**config.mk**
```make
export PLATFORM = sky130hd
export DESIGN_NAME = ppvar_registers
export DESIGN_NICKNAME = d
export VERILOG_FILES = /design/src/ppvar_pkg.sv /design/src/ppvar_registers.sv
export SDC_FILE = /design/constraint.sdc
export NUM_CORES = 1
export LEC_CHECK = 0
export BUFFER_PORTS_ARGS = -buffer_cell sky130_fd_sc_hd__buf_4
export CAP_MARGIN = 20
export CORE_ASPECT_RATIO = 1.5
export CORE_MARGIN = 4
export CORE_UTILIZATION = 50
export CTS_BUF_LIST = sky130_fd_sc_hd__clkbuf_8
export CTS_CLUSTER_SIZE = 40
export DETAILED_ROUTE_END_ITERATION = 10
export PLACE_DENSITY = 0.79
export SLEW_MARGIN = 10
export SYNTH_ARGS = -nofsm -noshare
export SYNTH_HDL_FRONTEND = slang
export SYNTH_SLANG_ARGS = --single-unit
export TNS_END_PERCENT = 10
```
**constraint.sdc**
```tcl
create_clock -name core_clk -period 2.2 [get_ports core_clk]
set_input_delay 0.11 -clock core_clk [delete_from_list [all_inputs] [get_ports core_clk]]
set_output_delay 0.11 -clock core_clk [all_outputs]
set_load 0.02 [all_outputs]
```
**src/ppvar_pkg.sv**
```systemverilog
// constants, field layouts and state type for the port channel and error register bank
package ppvar_pkg;

    // configuration byte offsets
    localparam logic [11:0] OFF_VC0_STATUS   = 12'h012A;
    localparam logic [11:0] OFF_VC1_CAP      = 12'h012C;
    localparam logic [11:0] OFF_VC1_CONTROL  = 12'h0130;
    localparam logic [11:0] OFF_VC1_STATUS   = 12'h0136;
    localparam logic [11:0] OFF_SN_HEADER    = 12'h0140;
    localparam logic [11:0] OFF_SN_LOW       = 12'h0144;
    localparam logic [11:0] OFF_SN_HIGH      = 12'h0148;
    localparam logic [11:0] OFF_AER_HEADER   = 12'h0150;
    localparam logic [11:0] OFF_UNC_STATUS   = 12'h0154;
    localparam logic [11:0] OFF_UNC_MASK     = 12'h0158;
    localparam logic [11:0] OFF_UNC_SEVERITY = 12'h015C;
    localparam logic [11:0] OFF_COR_STATUS   = 12'h0160;
    localparam logic [11:0] OFF_COR_MASK     = 12'h0164;
    localparam logic [11:0] OFF_ERR_CONTROL  = 12'h0168;
    localparam logic [11:0] OFF_HDR_LOG0     = 12'h016C;
    localparam logic [11:0] OFF_HDR_LOG1     = 12'h0170;
    localparam logic [11:0] OFF_HDR_LOG2     = 12'h0174;
    localparam logic [11:0] OFF_HDR_LOG3     = 12'h0178;

    // fixed capability contents
    localparam logic [7:0]  ARB_TYPES_SUPPORTED = 8'h01;
    localparam logic [5:0]  MAX_TIME_SLOTS      = 6'h00;
    localparam logic [7:0]  ARB_TABLE_LOCATION  = 8'h00;
    localparam logic [15:0] SN_CAP_ID           = 16'h0003;
    localparam logic [3:0]  SN_CAP_VERSION      = 4'h1;
    localparam logic [11:0] SN_NEXT_CAP         = 12'h0150;
    localparam logic [15:0] AER_CAP_ID          = 16'h0001;
    localparam logic [3:0]  AER_CAP_VERSION     = 4'h1;
    localparam logic [11:0] AER_NEXT_CAP        = 12'h0190;

    // uncorrectable error bits that software may write or clear
    localparam logic [31:0] UNC_SRC_BITS     = 32'h003D_D010;
    // read-only positions that always report fatal
    localparam logic [31:0] UNC_SEV_FIXED    = 32'h0002_2020;
    localparam logic [31:0] UNC_SEV_RESET    = 32'h0006_2030;
    localparam logic [31:0] UNC_MASK_RESET   = 32'h0000_0000;
    localparam logic [31:0] COR_SRC_BITS     = 32'h0000_31C1;
    localparam logic [31:0] COR_MASK_RESET   = 32'h0000_2000;

    // error control field positions
    localparam int ERR_CTL_GEN_EN_BIT   = 6;
    localparam int ERR_CTL_CHECK_EN_BIT = 8;

    typedef struct packed {
        logic             vc0_negotiation_pending;
        logic             vc0_table_coherency;
        logic             vc1_negotiation_pending;
        logic             vc1_table_coherency;
        logic [6:0]       vc1_class_map;
        logic [2:0]       vc1_scheme_select;
        logic [2:0]       vc1_identifier;
        logic             vc1_enable;
        logic [31:0]      unc_status;
        logic [31:0]      unc_mask;
        logic [31:0]      unc_severity;
        logic [31:0]      cor_status;
        logic [31:0]      cor_mask;
        logic [4:0]       first_error_position;
        logic             log_valid;
        logic             crc_generate_enable;
        logic             crc_check_enable;
        logic [3:0][31:0] logged_header_word;
        logic [31:0]      rdata;
        logic             rd_done;
        logic             msg_fatal;
        logic             msg_nonfatal;
        logic             msg_correctable;
    } ppvar_state_t;

    localparam ppvar_state_t PPVAR_RESET = '{
        vc0_negotiation_pending: 1'b1,
        vc1_negotiation_pending: 1'b1,
        unc_mask:                UNC_MASK_RESET,
        unc_severity:            UNC_SEV_RESET,
        cor_mask:                COR_MASK_RESET,
        default:                 '0
    };

endpackage : ppvar_pkg

```
**src/ppvar_registers.sv**
```systemverilog
// configuration register bank for channel status, channel 1 and advanced error reporting
`timescale 1ns/1ns

module ppvar_registers #(
    parameter logic [63:0] UNIQUE_ID = 64'h0000_0000_0000_0000
) (
    // clock and resets
    input  wire logic        core_clk,
    input  wire logic        rst_b,
    input  wire logic        cold_rst_b,
    // configuration access
    input  wire logic        cfg_rd,
    input  wire logic        cfg_wr,
    input  wire logic [11:0] cfg_addr,
    input  wire logic [3:0]  cfg_be,
    input  wire logic [31:0] cfg_wdata,
    output logic      [31:0] cfg_rdata_q,
    output logic             cfg_rd_done_q,
    // channel state from the port core
    input  wire logic        vc0_channel_negotiation_pending,
    input  wire logic        vc0_arbitration_table_coherency,
    input  wire logic        vc1_channel_negotiation_pending,
    input  wire logic        vc1_arbitration_table_coherency,
    // channel 1 controls to the port core
    output logic      [6:0]  vc1_class1to7_channel_map_q,
    output logic      [2:0]  vc1_arbitration_scheme_select_q,
    output logic      [2:0]  vc1_channel_identifier_q,
    output logic             vc1_channel_enable_q,
    // error sources and the header of the offending packet
    input  wire logic [31:0] unc_error_event,
    input  wire logic [31:0] cor_error_event,
    input  wire logic [31:0] err_header_word0,
    input  wire logic [31:0] err_header_word1,
    input  wire logic [31:0] err_header_word2,
    input  wire logic [31:0] err_header_word3,
    // error messages toward the root complex and crc controls
    output logic             err_msg_fatal_q,
    output logic             err_msg_nonfatal_q,
    output logic             err_msg_correctable_q,
    output logic             crc_generate_enable_q,
    output logic             crc_check_enable_q
);
    import ppvar_pkg::*;

    ppvar_state_t s_q;
    ppvar_state_t s_d;

    function automatic logic [9:0] dw(input logic [11:0] off);
        dw = off[11:2];
    endfunction : dw

    function automatic logic [4:0] lowest_set(input logic [31:0] v);
        logic [4:0] pos;
        pos = 5'd0;
        for (int i = 31; i >= 0; i--) begin
            if (v[i]) begin
                pos = 5'(i);
            end
        end
        lowest_set = pos;
    endfunction : lowest_set

    function automatic logic [31:0] merge(input logic [31:0] old_v, input logic [31:0] new_v,
                                          input logic [31:0] wmask);
        merge = (old_v & ~wmask) | (new_v & wmask);
    endfunction : merge

    logic [31:0] be_mask;
    logic [31:0] unc_ev;
    logic [31:0] cor_ev;
    logic [31:0] unc_unmasked;
    logic [31:0] unc_after_clear;
    logic [31:0] rd_word;
    logic        log_pending;

    always_comb begin
        for (int b = 0; b < 4; b++) begin
            be_mask[b*8 +: 8] = {8{cfg_be[b]}};
        end
    end

    // read mux, no side effects on read
    always_comb begin
        rd_word = 32'h0000_0000;
        if (cfg_addr[11:2] == dw(OFF_VC0_STATUS)) begin
            rd_word = {14'h0000, s_q.vc0_negotiation_pending,
                       s_q.vc0_table_coherency, 16'h0000};
        end else if (cfg_addr[11:2] == dw(OFF_VC1_CAP)) begin
            rd_word = {ARB_TABLE_LOCATION, 2'b00, MAX_TIME_SLOTS,
                       1'b0, 7'h00, ARB_TYPES_SUPPORTED};
        end else if (cfg_addr[11:2] == dw(OFF_VC1_CONTROL)) begin
            rd_word = {s_q.vc1_enable, 4'h0, s_q.vc1_identifier, 4'h0,
                       s_q.vc1_scheme_select, 1'b0, 8'h00,
                       s_q.vc1_class_map, 1'b0};
        end else if (cfg_addr[11:2] == dw(OFF_VC1_STATUS)) begin
            rd_word = {14'h0000, s_q.vc1_negotiation_pending,
                       s_q.vc1_table_coherency, 16'h0000};
        end else if (cfg_addr[11:2] == dw(OFF_SN_HEADER)) begin
            rd_word = {SN_NEXT_CAP, SN_CAP_VERSION, SN_CAP_ID};
        end else if (cfg_addr[11:2] == dw(OFF_SN_LOW)) begin
            rd_word = UNIQUE_ID[31:0];
        end else if (cfg_addr[11:2] == dw(OFF_SN_HIGH)) begin
            rd_word = UNIQUE_ID[63:32];
        end else if (cfg_addr[11:2] == dw(OFF_AER_HEADER)) begin
            rd_word = {AER_NEXT_CAP, AER_CAP_VERSION, AER_CAP_ID};
        end else if (cfg_addr[11:2] == dw(OFF_UNC_STATUS)) begin
            rd_word = s_q.unc_status & UNC_SRC_BITS;
        end else if (cfg_addr[11:2] == dw(OFF_UNC_MASK)) begin
            rd_word = s_q.unc_mask & UNC_SRC_BITS;
        end else if (cfg_addr[11:2] == dw(OFF_UNC_SEVERITY)) begin
            rd_word = (s_q.unc_severity & UNC_SRC_BITS) | UNC_SEV_FIXED;
        end else if (cfg_addr[11:2] == dw(OFF_COR_STATUS)) begin
            rd_word = s_q.cor_status & COR_SRC_BITS;
        end else if (cfg_addr[11:2] == dw(OFF_COR_MASK)) begin
            rd_word = s_q.cor_mask & COR_SRC_BITS;
        end else if (cfg_addr[11:2] == dw(OFF_ERR_CONTROL)) begin
            rd_word = {23'h00_0000, s_q.crc_check_enable, 1'b0,
                       s_q.crc_generate_enable, 1'b0,
                       s_q.first_error_position};
        end else if (cfg_addr[11:2] == dw(OFF_HDR_LOG0)) begin
            rd_word = s_q.logged_header_word[0];
        end else if (cfg_addr[11:2] == dw(OFF_HDR_LOG1)) begin
            rd_word = s_q.logged_header_word[1];
        end else if (cfg_addr[11:2] == dw(OFF_HDR_LOG2)) begin
            rd_word = s_q.logged_header_word[2];
        end else if (cfg_addr[11:2] == dw(OFF_HDR_LOG3)) begin
            rd_word = s_q.logged_header_word[3];
        end
    end

    always_comb begin
        s_d = s_q;
        s_d.rd_done = 1'b0;
        s_d.msg_fatal = 1'b0;
        s_d.msg_nonfatal = 1'b0;
        s_d.msg_correctable = 1'b0;

        s_d.vc0_negotiation_pending = vc0_channel_negotiation_pending;
        s_d.vc1_negotiation_pending = vc1_channel_negotiation_pending;
        s_d.vc0_table_coherency = vc0_arbitration_table_coherency;
        s_d.vc1_table_coherency = vc1_arbitration_table_coherency;

        // read-only positions never latch an event
        unc_ev = unc_error_event & UNC_SRC_BITS;
        cor_ev = cor_error_event & COR_SRC_BITS;
        unc_unmasked = unc_ev & ~s_q.unc_mask;

        unc_after_clear = s_q.unc_status;
        if (cfg_wr) begin
            if (cfg_addr[11:2] == dw(OFF_VC1_CONTROL)) begin
                if (cfg_be[0]) begin
                    s_d.vc1_class_map = cfg_wdata[7:1];
                end
                if (cfg_be[2]) begin
                    s_d.vc1_scheme_select = cfg_wdata[19:17];
                end
                if (cfg_be[3]) begin
                    s_d.vc1_identifier = cfg_wdata[26:24];
                    s_d.vc1_enable = cfg_wdata[31];
                end
            end else if (cfg_addr[11:2] == dw(OFF_UNC_STATUS)) begin
                // write one to clear
                unc_after_clear = s_q.unc_status & ~(cfg_wdata & be_mask & UNC_SRC_BITS);
            end else if (cfg_addr[11:2] == dw(OFF_UNC_MASK)) begin
                s_d.unc_mask = merge(s_q.unc_mask, cfg_wdata,
                                     be_mask & UNC_SRC_BITS);
            end else if (cfg_addr[11:2] == dw(OFF_UNC_SEVERITY)) begin
                s_d.unc_severity = merge(s_q.unc_severity, cfg_wdata,
                                         be_mask & UNC_SRC_BITS);
            end else if (cfg_addr[11:2] == dw(OFF_COR_STATUS)) begin
                s_d.cor_status = s_q.cor_status & ~(cfg_wdata & be_mask & COR_SRC_BITS);
            end else if (cfg_addr[11:2] == dw(OFF_COR_MASK)) begin
                s_d.cor_mask = merge(s_q.cor_mask, cfg_wdata,
                                     be_mask & COR_SRC_BITS);
            end else if (cfg_addr[11:2] == dw(OFF_ERR_CONTROL)) begin
                s_d.crc_generate_enable = cfg_be[0] ? cfg_wdata[ERR_CTL_GEN_EN_BIT]
                                                    : s_q.crc_generate_enable;
                s_d.crc_check_enable = cfg_be[1] ? cfg_wdata[ERR_CTL_CHECK_EN_BIT]
                                                 : s_q.crc_check_enable;
            end
        end

        // a new event beats a clear in the same cycle
        s_d.unc_status = unc_after_clear | unc_ev;
        s_d.cor_status = s_d.cor_status | cor_ev;

        s_d.msg_fatal = |(unc_unmasked & s_q.unc_severity);
        s_d.msg_nonfatal = |(unc_unmasked & ~s_q.unc_severity);
        s_d.msg_correctable = |(cor_ev & ~s_q.cor_mask);

        // keep the first capture until software clears the logged status bit
        log_pending = s_q.log_valid && unc_after_clear[s_q.first_error_position];
        if ((|unc_unmasked) && !log_pending) begin
            s_d.first_error_position = lowest_set(unc_unmasked);
            s_d.log_valid = 1'b1;
            s_d.logged_header_word[0] = err_header_word0;
            s_d.logged_header_word[1] = err_header_word1;
            s_d.logged_header_word[2] = err_header_word2;
            s_d.logged_header_word[3] = err_header_word3;
        end

        if (cfg_rd) begin
            s_d.rdata = rd_word;
            s_d.rd_done = 1'b1;
        end

        // warm reset returns everything but the sticky error status and log state to its reset value
        if (!rst_b) begin
            s_d = PPVAR_RESET;
            s_d.unc_status = s_q.unc_status;
            s_d.cor_status = s_q.cor_status;
            s_d.first_error_position = s_q.first_error_position;
            s_d.log_valid = s_q.log_valid;
            s_d.logged_header_word = s_q.logged_header_word;
        end
    end

    always_ff @(posedge core_clk) begin
        if (!cold_rst_b) begin
            s_q <= PPVAR_RESET;
        end else begin
            s_q <= s_d;
        end
    end

    assign cfg_rdata_q                     = s_q.rdata;
    assign cfg_rd_done_q                   = s_q.rd_done;
    assign vc1_class1to7_channel_map_q     = s_q.vc1_class_map;
    assign vc1_arbitration_scheme_select_q = s_q.vc1_scheme_select;
    assign vc1_channel_identifier_q        = s_q.vc1_identifier;
    assign vc1_channel_enable_q            = s_q.vc1_enable;
    assign err_msg_fatal_q                 = s_q.msg_fatal;
    assign err_msg_nonfatal_q              = s_q.msg_nonfatal;
    assign err_msg_correctable_q           = s_q.msg_correctable;
    assign crc_generate_enable_q           = s_q.crc_generate_enable;
    assign crc_check_enable_q              = s_q.crc_check_enable;

endmodule : ppvar_registers

```
### Word level (Yosys, flattened, before mapping)

Index checks and enable logic that the tools add are counted.

| cells by class | value |
|---|---|
| $lt $le $gt $ge | 1 |
| shift-type cells | 0 |
| multipliers | 0 |
| mux-type cells | 64 |
| eq/ne operators | 18 |
| bitwise logic cells | 30 |
| reduce and logical (&&, ||, !) cells | 17 |
| div/mod/pow operators | 0 |
| $add $sub $neg | 0 |

Operators by type and width:

| kind | number |
|---|---|
| $mux 32 | 24 |
| $mux 64 | 5 |
| $and 32x32->32 | 7 |
| $eq 10x7->1 const B | 18 |
| $mux 5 | 32 |
| $reduce_or 32->1 | 4 |
| $not 32->32 | 3 |
| $or 32x32->32 | 3 |
| $not 14->32 | 2 |
| $not 22->32 | 2 |
| $and 14x32->32 | 1 |
| $and 22x32->32 | 1 |
| $and 32x14->32 | 1 |
| $and 32x22->32 | 1 |
| $or 32x14->32 | 1 |
| $or 32x22->32 | 1 |
| $and 22x22->22 | 1 |
| $reduce_and 9->1 | 2 |
| $reduce_and 3->1 | 3 |
| $reduce_and 7->1 | 1 |
| $lt 5x6->1 const B | 1 |
| $not 1->1 | 6 |
| $bmux 1 s5 | 1 |
| $reduce_and 5->1 | 1 |
| 5 further kinds | 8 |

| storage, ports and cells | value |
|---|---|
| memory bits (writable) | 0 |
| ROM bits | 0 |
| latch bits | 0 |
| register bits | 350 |
| memories | 0 |
| input port bits | 249 |
| word-level logic and storage cells | 156 |

### Depth between registers and ports, before layout

| depth | value |
|---|---|
| depth in word-level cells | 34 |
| mapped depth | 11 |
| mapped depth without buffers | 7 |

### Least setup slack after synthesis

No wires, ideal clock.

| timing | value |
|---|---|
| kind | register to register |
| start | register s_q[170] in the netlist's numbering |
| end | register s_q[166] in the netlist's numbering |
| cell stages (with the launch flop) | 10 |
| buffers on the path | 3 |
| arrival | 2.139 ns |
| path slack | -0.053 ns |
| required time | 2.085 ns |
| setup time | 0.115 ns |
| cells stage by stage | dfxtp_1 buf_2 or4b_1 a311o_1 a31o_1 a31oi_4 nor2_4 buf_6 buf_6 o21a_1 |

| on the way | value |
|---|---|
| longest elaborated chain between the ends | 6 |

RTL lines:

| item | line | text |
|---|---|---|
| start: declaration | ppvar_registers.sv:45 | `ppvar_state_t s_q;` |
| start signal: assignment | ppvar_registers.sv:220 | `s_q <= PPVAR_RESET;` |
| start signal: assignment | ppvar_registers.sv:222 | `s_q <= s_d;` |
| $bmux 1 s5 | ppvar_registers.sv:192 | `log_pending = s_q.log_valid && unc_after_clear[s_q.first_error_position];` |
| $mux 1 (not written as such) | ppvar_registers.sv:192 |  |
| $logic_and 1x1->1 | ppvar_registers.sv:192 |  |
| $logic_not 1->1 | ppvar_registers.sv:193 | `if ((\|unc_unmasked) && !log_pending) begin` |
| $logic_and 1x1->1 | ppvar_registers.sv:193 |  |
| $reduce_and 2->1 (no line) | -- |  |

No other way between the ends. The select of a mux whose other input is x is not followed.
A chain may end at the register's enable or synchronous reset.

### Worst setup path after layout

| timing | value |
|---|---|
| start | register s_q[167] in the netlist's numbering |
| end | register s_q[166] in the netlist's numbering |

The elaborated chain is that of the path after synthesis.

==> flow_summary.ini <==
[place]
place_area_um2 = 14000
place_worst_setup_slack_ns = -0.0882
port_buffers = 240
place_congestion = 1.02
dpl.hpwl_um = 33600

[sta]
fin_ws_ns = -0.194
slew_headroom = 0.496
finalCriticalPeriod_ns = 2.39
finalHoldViolCount = 0
tightest_slew_ns = 0.744
post-route-period-util = 1.09
rsz0062_at_grt = true
skew_ns = 0.0228
final-setup-viol-count = 120
max_freq_mhz = 418
report.final.slew_viol_count = 0

[synthesis]
synth_adder_area_share = 0
synthArstFlopShare = 0
synth_area_leader_cell = dfxtp_1
synth-simple-area-share = 0.214
ys_ff_latch = 229
avgSynthCellArea_um2 = 8.14
ys_warn_count = 0
yosysSeqAreaShare = 0.399
synth_compound_area_frac = 0.152
synth_area_leaders = dfxtp_1 40%, mux2i_1 15%, nand2_1 12%
netlist_area_um2 = 11500
synthesis.nets = 1662
ys.flop_type = dfxtp_1
synth_top_cell_area_share = 0.399
syn_inst = 1413
synth_edf_count = 0
synth.area.mux_share = 0.160
synth_xor_area_frac = 0
synthDistinctLibCells = 70
synth_top_family_by_area = simple AND/OR/NAND/NOR gates

[worst_setup_path]
rr_worst_depth = 9
slowest_delay_ns = 0.53
cp.arrival_ns = 2.81
cp-end-kind = flop
worstPathRequired_ns = 2.61
crit_path_max_fanout = 5
cp.buffers_inverters = 3
path_class = flop to flop
critPathLaunchType = flop
path_cells = or4b_1 -> a311o_1 -> a31o_4 -> a31oi_4 -> nor2_4 -> buf_4 -> buf_4 -> buf_4 -> o21a_1
rrSetupSlack_ns = -0.19
r2r-end = s_q[166]$_SDFFE_PN0P_
crit_path_frequent_cell = buf_4
critPathTopFamily = compound AO/OA/AOI/OAI gates
critPathSlowestCell = or4b_1
timing.rr.start = s_q[167]$_SDFFE_PN0P_

[pwr]
irDropWorstVdd_mv = 0.469
p_leak_uw = 0.00728
p_per_area_nw_per_um2 = 590

[cts]
cts_sinks = 229
cts_buffers = 36
cts_tree = yes
insertion_delay_ns = 0.53
htreeDepth = 2
clockBufferDepth = 3
clock-root-buffer = clkbuf_8
cts.clk_slew.worst_paths_ns = 0.06

[status]
violations = negative setup slack
status = complete, but fails checks

[route]
via_per_inst = 5.97
ant_nets = 0
drtIter0Drc = 1218
dr_total_vias = 12960
routedWlPerCell_um = 23.8
post-route-drc-count = 0
first_pass_iters = 8
wl_um = 51600

[layout]
area_delta_synth_final_pct = 44.9
fin_area_um2 = 16700
multiInputGateArea_um2 = 6110
seq_area_um2 = 4580
nFillCells = 1578
drive_above_1_share = 0.242
nets = 2117

[grt]
gr-usage-met3 = 0.0698
grt_pass1_wl_um = 77500
gr-total-overflow = 0
grt_util_all_layers = 0.387
top_usage_layer = met2
antenna_found_initial = 5
grt_max_degree = 107
use_met1 = 0.395
grt_pass1_vias = 13512
use_met2 = 0.687

[die]
start_util = 0.512
core_area_um2 = 22500
die_area_um2 = 25500
rows = 67
die_h_um = 194
die_x_um = 132
io_pins = 301

[run]
cap_violations = 0

[min_path]
hold-path-cell-count = 3
min_to = s_q[318]$_SDFFE_PN0P_
hp-class = primary input to flop
min_from = rst_b
## through the flow
stage / setup TNS [ns] / power [uW] / instances / hold WS [ns] / utilization
final: -7.52 / 9830 / 2172 / 0.0453 / 0.742
after global routing: -13.44 / 10100 / 2170 / 0.0277 / 0.742
after CTS: -0.495 / 9670 / 2161 / 0.00837 / 0.735
after detailed placement: -5.45 / 5960 / 1921 / 0.327 / 0.624
after global placement: -3.41 / 5940 / 1921 / 0.314 / 0.624
after floorplan: -0.0790 / 5240 / 1413 / 0.211 / -
## per-layer routing
metal | up-vias | part of all wire
met5 | - | 0
met4 | 0 | 0.10
met3 | 313 | 0.073
met2 | 838 | 0.49
met1 | 6041 | 0.33
li1 | 5768 | -
## layout by cell type (no fill, tap or decap), types with 24 or more instances in the layout
cell	instances
nand2_1	367
buf_4	362
dfxtp_1	229
dlygate4sd3_1	176
mux2i_1	169
nor2_1	87
a21oi_1	70
o21ai_0	62
clkbuf_8	45
inv_1	31
nor2b_1	24
## worst register-to-register path, stage by stage, from the launching register on
cell and delay, ns:
dfxtp_1 0.33, or4b_1 0.53, a311o_1 0.35, a31o_4 0.24, a31oi_4 0.17, nor2_4 0.10, buf_4 0.14, buf_4 0.13
buf_4 0.15, o21a_1 0.16
## cells in the mapped netlist, drive strengths merged, types with 4 or more instances
cell / instances
inv: 23
nand2b: 23
a2bb2oi: 5
a31oi: 8
nor3: 17
dfxtp: 229
o211ai: 4
mux2i: 178
o22ai: 20
clkbuf: 75
a211oi: 4
a21oi: 70
nand2: 367
and3: 11
buf: 66
o31ai: 5
a221oi: 6
nor2: 88
nand3: 14
nor4: 8
o21ai: 62
o221ai: 4
nor2b: 24
a22oi: 18
a222oi: 12
a21boi: 7
a21o: 5
a32o: 5
a221o: 4
a32oi: 4
## report_power, final
part | switching [uW] | internal, uW
clock | 1720 | 1810
sequential | 133 | 4340
combinational | 907 | 917
total | 2760 | 7070
## kinds of logic (layout without fill, tap and decap cells)
kind of cell	count (synthesis)	count (layout)
simple gates	573	573
compound gates	264	264
flops	229	229
mux	182	182
buf+inv	165	642
other cells	0	6
## how the worst max path moves through the flow
stage,endpoint,slack (ns),cells past startpoint,from
2_1_floorplan,s_q[166]$_SDFFE_PN0P_,-0.04,9,s_q[170]$_SDFFE_PN0P_
3_3_place_gp,s_q[155]$_SDFFE_PN0P_,-0.06,8,s_q[167]$_SDFFE_PN0P_
6_report,s_q[166]$_SDFFE_PN0P_,-0.19,9,s_q[167]$_SDFFE_PN0P_
3_5_place_dp,s_q[119]$_SDFFE_PN0P_,-0.09,8,s_q[167]$_SDFFE_PN0P_
4_1_cts,s_q[59]$_SDFFE_PN0P_,-0.02,8,s_q[167]$_SDFFE_PN0P_
5_1_grt,s_q[166]$_SDFFE_PN0P_,-0.23,9,s_q[167]$_SDFFE_PN0P_
## timing repair
item / in CTS / in global routing
cloned: 1 / 0
endpoints found under the hold margin: 192 / 0
buffers inserted: 3 / 5
gates resized for setup: 3 / 21
pin swaps: 1 / 0
hold buffers: 176 / 0
endpoints found under the setup margin: 110 / 129
## cell type report
class | instances | share of cell area
multi-input combinational | 1019 | 0.367
tap | 276 | 0.0207
sequential | 229 | 0.275
timing repair buffer | 558 | 0.290
antenna | 6 | 0.000901
inverter | 24 | 0.00541
clock buffer | 44 | 0.0363
clock inverter | 16 | 0.00458
(Power assumes the default switching activity.)
